### config.mk
export PLATFORM = sky130hd
export DESIGN_NAME = itd_dispatch
export DESIGN_NICKNAME = d
export VERILOG_FILES = /design/src/hdl/itd_pkg.sv /design/src/hdl/itd_dispatch.sv /design/src/hdl/itd_arbiter.sv
export SDC_FILE = /design/constraint.sdc
export NUM_CORES = 1
export LEC_CHECK = 0
export BUFFER_PORTS_ARGS = -buffer_cell sky130_fd_sc_hd__buf_2
export CAP_MARGIN = 10
export CORE_ASPECT_RATIO = 0.5
export CORE_MARGIN = 2
export CORE_UTILIZATION = 36
export CTS_CLUSTER_SIZE = 40
export DETAILED_ROUTE_END_ITERATION = 7
export HOLD_SLACK_MARGIN = 0.02
export PLACE_DENSITY = 0.59
export SYNTH_ARGS = -nofsm -noshare
export SYNTH_HDL_FRONTEND = slang
export SYNTH_SLANG_ARGS = --single-unit
### constraint.sdc
create_clock -name clock -period 8.9 [get_ports clock]
set_input_delay 0.89 -clock clock [delete_from_list [all_inputs] [get_ports clock]]
set_output_delay 0.89 -clock clock [all_outputs]
set_load 0.05 [all_outputs]
### src/hdl/itd_pkg.sv
package itd_pkg;

   // Flags and control word bit positions
   localparam int FCW_SEG_BIT = 15;
   localparam int FCW_SYS_BIT = 14;
   localparam int FCW_VIE_BIT = 12;
   localparam int FCW_NVIE_BIT = 11;

   // Word geometry
   localparam logic [15:0] WORD_BYTES = 16'h0002;
   localparam logic [2:0] BLK_SHIFT_NS = 3'h2;   // Two words per status block
   localparam logic [2:0] BLK_SHIFT_SEG = 3'h3;  // Four words per status block

   // Reset fetch
   localparam logic [15:0] RST_ADDR_NS = 16'h0002;
   localparam logic [15:0] RST_ADDR_SEG = 16'h0000;
   localparam logic [6:0] RST_SEG_NUM = 7'h00;
   localparam logic [2:0] RST_WORDS_NS = 3'h2;
   localparam logic [2:0] RST_WORDS_SEG = 3'h4;

   // Words loaded from a table block, words pushed on the stack
   localparam logic [2:0] LOAD_WORDS_NS = 3'h2;
   localparam logic [2:0] LOAD_WORDS_SEG = 3'h3;
   localparam logic [2:0] PUSH_WORDS_NS = 3'h3;
   localparam logic [2:0] PUSH_WORDS_SEG = 3'h4;

   // Status block order inside the table
   localparam logic [2:0] BLK_UNIMPL = 3'h1;
   localparam logic [2:0] BLK_PRIV = 3'h2;
   localparam logic [2:0] BLK_SYSCALL = 3'h3;
   localparam logic [2:0] BLK_SEGTRAP = 3'h4;
   localparam logic [2:0] BLK_NMI = 3'h5;
   localparam logic [2:0] BLK_NVI = 3'h6;
   localparam logic [2:0] BLK_VI = 3'h7;

   // Offset of the first vectored program counter inside the vectored block
   localparam logic [15:0] VI_PC_START_NS = 16'h0002;
   localparam logic [15:0] VI_PC_START_SEG = 16'h0004;

   // Internal trap kinds
   localparam logic [1:0] TRAP_UNIMPL = 2'h0;
   localparam logic [1:0] TRAP_PRIV = 2'h1;
   localparam logic [1:0] TRAP_SYSCALL = 2'h2;

   // Status table pointer word select
   localparam logic STATUS_TABLE_POINTER_SEL_OFFSET = 1'b0;
   localparam logic STATUS_TABLE_POINTER_SEL_SEGMENT = 1'b1;

   typedef enum logic [4:0] {
      ITD_IDLE = 5'b00001,
      ITD_ACK = 5'b00010,
      ITD_PUSH = 5'b00100,
      ITD_FETCH = 5'b01000,
      ITD_DONE = 5'b10000
   } itd_state_t;

endpackage

### src/hdl/itd_dispatch.sv
`timescale 1ns/1ns
// How it works
// [RULE_01] Non-vectored kinds load one dedicated status block
// [RULE_02] Block chosen only by kind, fixed order
// [RULE_03] Block is two or four words
// [RULE_04] Vectored interrupts share one flags word
// [RULE_05] Identifier low byte indexes vectored PC table
// [RULE_06] Index zero picks first PC, consecutively
// [RULE_07] Pointer holds segment and offset high byte
// [RULE_08] Table offset low byte forced zero
// [RULE_09] Pointer reached only by load-control instruction
// [RULE_10] System reset overrides everything else
// [RULE_11] Segmented reset fetches four words at zero
// [RULE_12] Nonsegmented reset fetches two words at two
// [RULE_13] System and segmentation mode during reset
// [RULE_14] Reset pushes nothing onto the stack
// [RULE_15] Force modes, push status and identifier first
// [RULE_16] Identifier from bus or trapping instruction
// [RULE_17] Priority: traps, NMI, segment, vectored, non-vectored
// [RULE_18] Maskable interrupts need enable bit; NMI never masked
// [RULE_19] Flags word first, then PC words ascending
module itd_dispatch
   import itd_pkg::*;
#(
   parameter bit SEGMENTED = 1'b0
)
(
   input wire logic clock,
   input wire logic rst,
   input wire logic en,
   input wire logic insn_boundary,
   input wire logic trap_req,
   input wire logic [1:0] trap_kind,
   input wire logic [15:0] trap_instr_word,
   input wire logic nmi_req,
   input wire logic segtrap_req,
   input wire logic vi_req,
   input wire logic nvi_req,
   input wire logic [15:0] cur_fcw,
   input wire logic [6:0] cur_pc_seg,
   input wire logic [15:0] cur_pc_off,
   input wire logic [6:0] sp_seg,
   input wire logic [15:0] sp_off,
   input wire logic iack_valid,
   input wire logic [15:0] iack_data,
   input wire logic mem_ack,
   input wire logic [15:0] mem_rdata,
   input wire logic ctl_status_table_pointer_we,
   input wire logic ctl_status_table_pointer_sel,
   input wire logic [15:0] ctl_status_table_pointer_wdata,
   output logic busy,
   output logic iack_req,
   output logic mem_req,
   output logic mem_we,
   output logic [6:0] mem_seg,
   output logic [15:0] mem_addr,
   output logic [15:0] mem_wdata,
   output logic ps_load,
   output logic [15:0] new_fcw,
   output logic [6:0] new_pc_seg,
   output logic [15:0] new_pc_off,
   output logic [15:0] new_sp_off,
   output logic sys_mode,
   output logic seg_mode,
   output logic [15:0] status_table_pointer_rdata
);

   localparam logic [15:0] RST_ADDR = SEGMENTED ? RST_ADDR_SEG : RST_ADDR_NS;
   localparam logic [2:0] RST_WORDS = SEGMENTED ? RST_WORDS_SEG : RST_WORDS_NS;
   localparam logic [2:0] LOAD_WORDS = SEGMENTED ? LOAD_WORDS_SEG : LOAD_WORDS_NS;
   localparam logic [2:0] PUSH_WORDS = SEGMENTED ? PUSH_WORDS_SEG : PUSH_WORDS_NS;
   localparam logic [15:0] VI_PC_START = SEGMENTED ? VI_PC_START_SEG : VI_PC_START_NS;

   typedef struct packed {
      itd_state_t state;
      logic is_reset;
      logic is_vi;
      logic [2:0] widx;
      logic [2:0] nwords;
      logic [2:0] blk;
      logic [15:0] ident;
      logic [15:0] sv_fcw;
      logic [6:0] sv_pc_seg;
      logic [15:0] sv_pc_off;
      logic [6:0] stk_seg;
      logic [15:0] stk_off;
      logic [15:0] nfcw;
      logic [6:0] npc_seg;
      logic [15:0] npc_off;
      logic [15:0] nsp;
      logic [6:0] mseg;
      logic [15:0] maddr;
      logic [15:0] mwdata;
      logic load;
      logic [6:0] status_table_pointer_seg;
      logic [7:0] status_table_pointer_hi;
      logic [15:0] status_table_pointer_rd;
   } itd_regs_t;

   itd_regs_t st_reg;
   itd_regs_t st_next;
   logic arb_take;
   logic arb_internal;
   logic arb_vi;
   logic [2:0] arb_blk;

   // Byte offset of a status block inside the table
   function automatic logic [15:0] blk_off(input logic [2:0] b);
      if (SEGMENTED) blk_off = {10'h000, b, 3'h0}; // [RULE_03]
      else blk_off = {11'h000, b, 2'h0}; // [RULE_03]
   endfunction

   // Table base: low byte of the offset is always zero
   function automatic logic [15:0] table_base(input logic [7:0] hi);
      table_base = {hi, 8'h00}; // [RULE_08]
   endfunction

   // Byte offset of vectored PC entry for an index
   function automatic logic [15:0] vi_off(input logic [7:0] idx);
      if (SEGMENTED) vi_off = {6'h00, idx, 2'h0}; // [RULE_06]
      else vi_off = {7'h00, idx, 1'b0}; // [RULE_06]
   endfunction

   // Address of the word that the state in r is about to move
   function automatic logic [15:0] word_addr(input itd_regs_t r);
      logic [15:0] k;
      logic [15:0] base;
      k = {12'h000, r.widx, 1'b0};
      base = table_base(r.status_table_pointer_hi) + blk_off(r.blk);
      if (r.state == ITD_PUSH) word_addr = r.stk_off - k - WORD_BYTES; // [RULE_15]
      else if (r.is_reset) word_addr = RST_ADDR + k; // [RULE_11] [RULE_12]
      else if (r.is_vi && r.widx != 3'h0) word_addr = base + VI_PC_START + vi_off(r.ident[7:0]) + k - WORD_BYTES; // [RULE_05]
      else word_addr = base + k; // [RULE_19] [RULE_01]
   endfunction

   // Word written on each push step, highest address first
   function automatic logic [15:0] push_word(input itd_regs_t r);
      push_word = 16'h0000;
      if (SEGMENTED) begin
         case (r.widx)
            3'h0: push_word = r.sv_pc_off;
            3'h1: push_word = {1'b0, r.sv_pc_seg, 8'h00};
            3'h2: push_word = r.sv_fcw;
            default: push_word = r.ident;
         endcase
      end else begin
         case (r.widx)
            3'h0: push_word = r.sv_pc_off;
            3'h1: push_word = r.sv_fcw;
            default: push_word = r.ident;
         endcase
      end
   endfunction

   itd_arbiter u_arb (
      .trap_req(trap_req),
      .trap_kind(trap_kind),
      .nmi_req(nmi_req),
      .segtrap_req(segtrap_req),
      .vi_req(vi_req),
      .nvi_req(nvi_req),
      .vi_enable(cur_fcw[FCW_VIE_BIT]),
      .nvi_enable(cur_fcw[FCW_NVIE_BIT]),
      .take(arb_take),
      .internal(arb_internal),
      .is_vi(arb_vi),
      .blk(arb_blk)
   );

   // Next state of the whole block
   always_comb begin
      st_next = st_reg;
      st_next.load = 1'b0;
      // Pointer read path; only the load-control port reaches it
      if (ctl_status_table_pointer_sel == STATUS_TABLE_POINTER_SEL_SEGMENT) st_next.status_table_pointer_rd = {1'b0, st_reg.status_table_pointer_seg, 8'h00}; // [RULE_07] [RULE_09]
      else st_next.status_table_pointer_rd = table_base(st_reg.status_table_pointer_hi); // [RULE_08]
      if (ctl_status_table_pointer_we) begin // [RULE_09]
         if (ctl_status_table_pointer_sel == STATUS_TABLE_POINTER_SEL_SEGMENT) begin
            if (SEGMENTED) st_next.status_table_pointer_seg = ctl_status_table_pointer_wdata[14:8]; // [RULE_07]
         end else begin
            st_next.status_table_pointer_hi = ctl_status_table_pointer_wdata[15:8]; // [RULE_07]
         end
      end
      case (st_reg.state)
         ITD_IDLE: begin
            if (insn_boundary && arb_take) begin
               st_next.blk = arb_blk; // [RULE_02]
               st_next.is_vi = arb_vi; // [RULE_04]
               st_next.is_reset = 1'b0;
               st_next.widx = 3'h0;
               st_next.sv_fcw = cur_fcw;
               st_next.sv_pc_seg = cur_pc_seg;
               st_next.sv_pc_off = cur_pc_off;
               st_next.stk_seg = sp_seg;
               st_next.stk_off = sp_off;
               st_next.ident = trap_instr_word; // [RULE_16]
               st_next.state = arb_internal ? ITD_PUSH : ITD_ACK;
            end
         end
         ITD_ACK: begin
            // Peripheral holds its identifier on the bus during acknowledge
            if (iack_valid) begin
               st_next.ident = iack_data; // [RULE_16]
               st_next.state = ITD_PUSH;
            end
         end
         ITD_PUSH: begin
            if (mem_ack) begin
               if (st_reg.widx == PUSH_WORDS - 3'h1) begin // [RULE_15]
                  st_next.nsp = st_reg.maddr;
                  st_next.widx = 3'h0;
                  st_next.nwords = LOAD_WORDS;
                  st_next.state = ITD_FETCH;
               end else begin
                  st_next.widx = st_reg.widx + 3'h1;
               end
            end
         end
         ITD_FETCH: begin
            if (mem_ack) begin
               // Flags word first, then segment (segmented build only) and offset of the PC
               if (st_reg.widx == 3'h0) st_next.nfcw = mem_rdata; // [RULE_19] [RULE_04]
               else if (SEGMENTED && st_reg.widx == 3'h1) st_next.npc_seg = mem_rdata[14:8];
               else if (st_reg.widx == LOAD_WORDS - 3'h1) st_next.npc_off = mem_rdata; // [RULE_01]
               if (st_reg.widx == st_reg.nwords - 3'h1) st_next.state = ITD_DONE;
               else st_next.widx = st_reg.widx + 3'h1;
            end
         end
         ITD_DONE: begin
            st_next.load = 1'b1; // [RULE_01]
            st_next.is_reset = 1'b0;
            st_next.state = ITD_IDLE;
         end
         default: st_next.state = ITD_IDLE;
      endcase
      st_next.maddr = word_addr(st_next);
      st_next.mwdata = (st_next.state == ITD_PUSH) ? push_word(st_next) : 16'h0000;
      if (st_next.state == ITD_PUSH) st_next.mseg = st_next.stk_seg;
      else if (st_next.is_reset) st_next.mseg = RST_SEG_NUM; // [RULE_11]
      else st_next.mseg = st_next.status_table_pointer_seg;
   end

   // Synchronous reset starts the reset fetch directly, skipping the push
   always_ff @(posedge clock) begin
      if (rst) begin // [RULE_10]
         st_reg <= '0;
         st_reg.state <= ITD_FETCH; // [RULE_14]
         st_reg.is_reset <= 1'b1;
         st_reg.nwords <= RST_WORDS; // [RULE_11] [RULE_12]
         st_reg.maddr <= RST_ADDR;
         st_reg.mseg <= RST_SEG_NUM;
      end else if (en) begin
         st_reg <= st_next;
      end
   end

   // Handshakes decode the state; data comes straight from flops
   assign busy = (st_reg.state != ITD_IDLE);
   assign iack_req = (st_reg.state == ITD_ACK);
   assign mem_req = (st_reg.state == ITD_PUSH) || (st_reg.state == ITD_FETCH);
   assign mem_we = (st_reg.state == ITD_PUSH); // [RULE_14]
   assign mem_seg = SEGMENTED ? st_reg.mseg : 7'h00;
   assign mem_addr = st_reg.maddr;
   assign mem_wdata = st_reg.mwdata;
   assign ps_load = st_reg.load;
   assign new_fcw = st_reg.nfcw;
   assign new_pc_seg = st_reg.npc_seg;
   assign new_pc_off = st_reg.npc_off;
   assign new_sp_off = st_reg.nsp;
   assign status_table_pointer_rdata = st_reg.status_table_pointer_rd;
   // Modes are forced for the whole sequence, reset included
   assign sys_mode = busy | cur_fcw[FCW_SYS_BIT]; // [RULE_13] [RULE_15]
   assign seg_mode = SEGMENTED & (busy | cur_fcw[FCW_SEG_BIT]); // [RULE_13]

   a_reset_start: assert property (@(posedge clock) $fell(rst) |-> mem_req && !mem_we // [RULE_11] [RULE_12]
      && mem_addr == RST_ADDR && mem_seg == 7'h00) else $error("reset fetch not at fixed address");
   a_reset_no_push: assert property (@(posedge clock) disable iff (rst) st_reg.is_reset |-> !mem_we) // [RULE_14]
      else $error("stack write during reset");
   a_mode_forced: assert property (@(posedge clock) busy |-> sys_mode && (seg_mode == SEGMENTED)) // [RULE_13]
      else $error("modes not forced while busy");
   a_trap_first: assert property (@(posedge clock) disable iff (rst) (st_reg.state == ITD_IDLE) && en // [RULE_17]
      && insn_boundary && trap_req && nmi_req |=> st_reg.state == ITD_PUSH && st_reg.ident == $past(trap_instr_word))
      else $error("internal trap lost priority");
   a_vi_masked: assert property (@(posedge clock) disable iff (rst) (st_reg.state == ITD_IDLE) && en // [RULE_18]
      && insn_boundary && vi_req && !cur_fcw[FCW_VIE_BIT] && !trap_req && !nmi_req && !segtrap_req
      && !(nvi_req && cur_fcw[FCW_NVIE_BIT]) |=> st_reg.state == ITD_IDLE)
      else $error("masked vectored interrupt taken");
   a_status_table_pointer_low_zero: assert property (@(posedge clock) disable iff (rst) status_table_pointer_rdata[7:0] == 8'h00) // [RULE_08]
      else $error("pointer low byte not zero");
   a_block_first: assert property (@(posedge clock) disable iff (rst) // [RULE_02] [RULE_19]
      (st_reg.state == ITD_FETCH) && !st_reg.is_reset && st_reg.widx == 3'h0
      |-> mem_addr == table_base(st_reg.status_table_pointer_hi) + blk_off(st_reg.blk)) else $error("flags word address wrong");
   a_vi_index: assert property (@(posedge clock) disable iff (rst) (st_reg.state == ITD_FETCH) // [RULE_05] [RULE_06]
      && st_reg.is_vi && !st_reg.is_reset && st_reg.widx == 3'h1 |-> mem_addr == table_base(st_reg.status_table_pointer_hi)
      + blk_off(BLK_VI) + VI_PC_START + vi_off(st_reg.ident[7:0])) else $error("vectored PC address wrong");
   a_push_then_load: assert property (@(posedge clock) disable iff (rst) $rose(st_reg.state == ITD_FETCH) // [RULE_15]
      && !st_reg.is_reset |-> st_reg.nsp == $past(sp_off, 1) - {12'h000, PUSH_WORDS, 1'b0} || !en)
      else $error("push count wrong");

endmodule

### src/hdl/itd_arbiter.sv
`timescale 1ns/1ns
module itd_arbiter
   import itd_pkg::*;
(
   input wire logic trap_req,
   input wire logic [1:0] trap_kind,
   input wire logic nmi_req,
   input wire logic segtrap_req,
   input wire logic vi_req,
   input wire logic nvi_req,
   input wire logic vi_enable,
   input wire logic nvi_enable,
   output logic take,
   output logic internal,
   output logic is_vi,
   output logic [2:0] blk
);

   // Fixed priority; masked interrupts simply do not compete
   always_comb begin
      take = 1'b1;
      internal = 1'b0;
      is_vi = 1'b0;
      blk = BLK_NMI;
      if (trap_req) begin // [RULE_17]
         internal = 1'b1;
         case (trap_kind) // [RULE_02]
            TRAP_PRIV: blk = BLK_PRIV;
            TRAP_SYSCALL: blk = BLK_SYSCALL;
            default: blk = BLK_UNIMPL;  // Unknown kinds fall back to unimplemented
         endcase
      end else if (nmi_req) begin // [RULE_18]
         blk = BLK_NMI;
      end else if (segtrap_req) begin
         blk = BLK_SEGTRAP;
      end else if (vi_req && vi_enable) begin // [RULE_18]
         blk = BLK_VI;
         is_vi = 1'b1;
      end else if (nvi_req && nvi_enable) begin // [RULE_18]
         blk = BLK_NVI;
      end else begin
         take = 1'b0;
      end
   end

endmodule

Yosys cells after proc, flatten, opt, wreduce, memory -nomap -nowiden. Cells that the tools add are included.

Register bits after elaboration: 196. Latch bits: 0. RAM bits: 0. Memory bits (read-only): 0. Input bits: 141. Output and inout port bits: 117. Word-level logic and storage cells: 103. Memories kept: 0.

Add/subtract/negate cells: 10. Multipliers: 0. Div/mod/pow operators: 0. Magnitude comparators: 0. Equal/unequal tests: 12. Shifts and indexed selects: 0. Multiplexer cells: 48. Bitwise gates (word level): 2. Reduce and logical (&&, ||, !) cells: 12.

Operators by type and width (count): $mux 16 (9); $mux 81 (1); $pmux 16 s2 (2); $mux 62 (1); $add 16x4->16 (2); $sub 16x2->16 const B (2); $mux 3 (9); $mux 5 (5); $pmux 5 s4 (1); $add 16x16->16 (1); $add 16x2->16 const B (1); $add 16x5->16 (1); $mux 8 (2); $sub 16x4->16 (1); $mux 1 (12); $eq 5x3->1 const B (2); $mux 10 (1); $pmux 3 s3 (1); $reduce_and 4->1 (2); $eq 3x1->1 const B (2); $logic_not 3->1 (2); $mux 6 (1); $add 2x4->5 const A (1); $eq 5x1->1 const B (1); 18 further kinds (21).

Longest topological paths before layout.
Depth in word-level cells: 20. Depth in mapped cells: 20. Depth with buffers taken out: 18.

Cells and area by module. From an unflattened synthesis, not the netlist that was laid out.

Cells, all modules: 1288. Area total of the unflattened synthesis: 9980.8 um^2.

By module, submodules not included: itd_dispatch (times used 1, cells an instance 1274, area an instance 9889.5 um^2); itd_arbiter (times used 1, cells an instance 14, area an instance 91.3 um^2).

Worst setup path before layout. No wires, ideal clock.

Kind: in2reg. Start point: input cur_fcw[11]. End point: register st_reg, in the netlist mem_addr[11]. Library setup time: 0.137 ns. Arrival: 4.705 ns. Data required time: 8.763 ns. Path slack: 4.058 ns. Stages on the path: 19. Buffers on the path: 3. Path through: a2111oi_2 -> and2_1 -> clkbuf_1 -> nor2_1 -> buf_2 -> buf_2 -> a221oi_2 -> xor2_1 -> ha_1 -> a21o_1 -> ha_1 -> a21o_1 -> a21oi_1 -> o21bai_1 -> nor2b_1 -> a31oi_2 -> or4_1 -> a32oi_1 -> a211oi_1.

RTL lines: start, declared (RTL line itd_dispatch.sv:39) `input wire logic [15:0] cur_fcw,`; end signal, assigned (RTL line itd_dispatch.sv:253) `st_reg <= st_next;`; end, declared (RTL line itd_dispatch.sv:100) `itd_regs_t st_reg;`.

==> flow_results.org <==
** Global route
- Grt peak-use layer :: met2
- Vias in the first global route :: 8296
- For met1 alone, demand over resource in global routing was 0.275.
- GR met3 Demand/Resource :: 0.0516
- Wire length of the first global-routing pass :: 45.8 mm
- The initial antenna violation count was 1.
- All-Layer GR Usage :: 0.206
- Met2 GRT Util :: 0.330
- Entering global routing, the biggest net connects just over 100 pins.
- Global routing finished with a remaining overflow of 0.

** Synth
- Largest family of logic cells by synthesized area :: simple AND/OR/NAND/NOR gates
- Of the total synthesized cell area, the portion taken by AND, OR, NAND and NOR gates is 0.222.
- Of the total synthesized cell area, the portion taken by XOR and XNOR cells is 0.0231.
- Top cell type's share of synthesized area :: 0.353
- Sorting the synthesized cells by how often they occur yields 320 x nand2_1, 174 x dfxtp_1, 137 x a21oi_1.
- Cell with the most instances after synthesis :: nand2_1
- Flop and latch count out of synthesis :: 174
- Syn Area/Cell :: about 7.6 µm²
- Synthesis handed over a netlist of ~1300 instances.
- Number of synthesized flops with an enable pin :: 0
- Counting flops with an async set or reset pin after synthesis yields a share of 0.
- The synthesized design spends more area on one cell type than any other, namely dfxtp_1.
- Most area-consuming cells after synthesis :: dfxtp_1 35%, nand2_1 12%, buf_4 8.5%
- Most used flip-flop cell after synthesis :: dfxtp_1
- Fraction of the yosys area taken by sequential cells :: 0.353
- Of the total synthesized cell area, the portion taken by full adders, half adders and majority gates is 0.0391.
- The number of different library cells used by synthesis comes to 79.
- Total number of yosys warnings :: 0
- Area fraction in compound gates after synthesis :: 0.199
- Fraction of synthesized area in multiplexers :: 0.0372
- In this run the cell area of the synthesized design comes to 9860 µm².

** Timing
- Setup-violating endpoint count in the final report :: 0
- Of the available clock period, the critical path in the final layout requires 0.597.
- The max-slew violation count came to 0.
- Fin worst setup slack :: between 3 and 4 ns
- Setup repair after global routing left no endpoint under its margin.
- For the final routed database, the setup TNS stands at 0 ns.
- Rel. slew slack :: 0.238
- Clock skew on the completed layout was measured at 0.0137 ns.
- Slew at the pin closest to its max-slew limit :: 1.14 ns
- Post-route minimum period :: 5.31 ns
- Peak Freq :: 188 MHz
- On the final layout, the worst hold slack is approximately 0.45 ns.
- The hold violation total from the final report came to 0.

** Setup path
- For the worst setup path, the data required time is 9.18 ns.
- In this run the critical register-to-register path is launched from st_reg[217]$_SDFFE_PP0P_.
- Reg2reg end :: mem_addr[9]$_SDFFE_PP0P_
- In this run the worst path has a maximum fanout of 28.
- Worst setup EP type :: flop
- Logic depth of the worst register-to-register path :: 17
- At the worst endpoint, the arrival time is between 5 and 6 ns.
- STA classifies the critical path startpoint as a flop.
- The worst setup path is of the reg2reg kind.
- Flop-to-flop setup slack :: between 3 and 4 ns

** Detailed routing
- For this run, design rule violations remaining after detail routing come to 0.
- After the first detailed-routing iteration, the DRC count stood at 770.
- The routed design has around 30 mm of wire.
- After detailed routing, the average wire length per cell comes to 17.3 µm.
- Once detail routing completed, the nets flagged for antenna violations numbered 0.
- Detailed-router iteration count before antenna repair :: 5
- Via total after detailed routing :: ~9000
- Dividing the detail-routed via count by the number of cells gives approximately 5.2.

** CTS
- Clock tree from TritonCTS :: done
- Number of buffers inserted by post-CTS setup repair :: 0
- No sink is reached through more buffers than the 2 on the longest clock path.
- Total number of H-tree levels :: 4
- The clock net in this run drives a total of 174 sinks.
- The tree is rooted in a clkbuf_16.
- Clock-pin slew was measured on the worst setup and hold paths at 0.07 ns.
- After clock tree synthesis, the flow added hold-fix buffers numbering 0.
- The number of clock buffers added by TritonCTS is 17.
- Post_cts resized :: 0
- For the worst-skew pair, the clock arrives at the later sink with an insertion delay of between 0.4 and 0.5 ns.

** Power
- Leak :: ~4.6 nW
- The design draws between 2 and 2.5 mW.
- VDD sags by at most ~0.15 mV.
- Power per unit of standard cell area :: 184 nW/µm²

** Die
- Height of the chip :: roughly 120 µm
- Row count :: 42
- Core region area :: around 27000 µm²
- For this configuration, the core starts out at a cell density of 0.369.
- The floorplan step set the die width to 238 µm.
- Die outline area :: about 29000 µm²
- Io pins :: around 260

** Outcome
- The run finished with clean final reports.

** Flow run
- Across the run, the number of max-cap violations was 0.

** Final layout
- # fillers :: between 2000 and 3000
- Max reg flops :: 85
- In the final layout, flip-flops and latches occupy approximately 3500 µm².
- The final layout contains around 1500 nets.
- Layout Utilization :: 0.412
- The multi-input combinational cells in the finished layout cover a total of ~5200 µm².
- Layout-stage area growth over the synthesis result :: 11.7%
- In the final layout, the share of cells above drive strength 1 is 0.211.

** Min path
- The worst hold path terminates at mem_wdata[7]$_SDFFE_PP0P_.
- Worst Hold Launch :: mem_wdata[7]$_SDFFE_PP0P_
- The path class of the tightest hold or removal check is reg2reg.
- Hold path depth :: 2

** Placed design
- Once detailed placement completed, the half-perimeter wirelength came to between 20 and 25 mm.
- Input and output buffers added on the ports amount to approximately 210.
- At the placement stage, the worst setup path has a slack of between 3 and 4 ns.
- GP Congestion :: ~0.90
-- metal layers --
layer,routed length [µm],part of all wire
met1,14000,0.47
met2,13700,0.46
met3,1700,0.057
met4,563,0.019
met5,0,0
-- through the flow --
stage | cells | instance area, µm²
detailed placement | 1703 | 10400
global route | 1737 | 11000
CTS | 1735 | 11000
finish | 1737 | 11000
global placement | 1703 | 10400
floorplan | 1318 | 9940
-- area by class of cell --
cell class | count | area share
Antenna cell | 1 | 0.000227
Clock buffer | 21 | 0.0427
Clock inverter | 11 | 0.0119
Inverter | 25 | 0.00852
Multi-Input combinational cell | 929 | 0.475
Sequential cell | 174 | 0.316
Tap cell | 352 | 0.0400
Timing Repair Buffer | 224 | 0.105
-- logic make-up (layout without fill, tap and decap cells) --
kind of cell | Yosys count | after routing
xor+xnor | 26 | 26
other cells | 1 | 24
buf+inv | 215 | 281
compound gates | 297 | 297
mux | 36 | 36
simple gates | 518 | 518
flops | 174 | 174
fa+ha+maj | 29 | 29
-- critical path: stages, from the launching register on --
cell and delay, ns:
dfxtp_1 0.49, nor4b_1 0.44, nand2_1 0.29, nor2_4 0.17, buf_4 0.35, a31oi_1 0.11
a32oi_1 0.50, inv_1 0.25, ha_1 0.43, inv_1 0.07, fa_1 0.41, a21o_1 0.17
a21oi_1 0.32, o21ai_0 0.18, xnor2_1 0.29, o32ai_1 0.14, a311oi_1 0.43, nor3_1 0.09
-- cells in the final DEF, fill, tap and decap left out, types with 5 or more instances in the layout --
cell type	instances
a31oi_1	5
a22o_1	9
buf_4	13
a221oi_1	5
a22oi_1	12
a211oi_1	32
o21ai_0	21
o221a_2	7
a21o_1	5
nand2_1	320
xnor2_1	13
or3_1	7
o21bai_1	5
mux2i_1	31
and2_1	5
dfxtp_1	174
ha_1	26
or4_1	5
buf_2	211
conb_1	23
inv_1	24
o21ai_1	9
xor2_1	13
a21oi_1	137
nand3_1	14
nor2b_1	8
nor3_1	27
a222oi_1	8
clkbuf_16	17
nor2_1	101
-- worst max-delay path by stage --
stage,start,to,slack (ns),cells after the start
3_5_place_dp,cur_fcw[11],mem_addr[11]$_SDFFE_PP0P_,3.34,19
3_3_place_gp,cur_fcw[11],mem_addr[11]$_SDFFE_PP0P_,3.45,19
2_1_floorplan,cur_fcw[11],mem_addr[11]$_SDFFE_PP0P_,4.06,19
4_1_cts,st_reg[217]$_SDFFE_PP0P_,mem_addr[9]$_SDFFE_PP0P_,3.68,17
5_1_grt,st_reg[217]$_SDFFE_PP0P_,mem_addr[9]$_SDFFE_PP0P_,3.21,17
6_report,st_reg[217]$_SDFFE_PP0P_,mem_addr[9]$_SDFFE_PP0P_,3.59,17
-- where the power goes --
part / internal [mW] / total [mW] / switching [mW]
Clock: 0.439 / 0.774 / 0.335
Sequential: 0.800 / 0.823 / 0.0229
Combinational: 0.138 / 0.430 / 0.292
Total: 1.38 / 2.03 / 0.650
(Power assumes the default switching activity.)
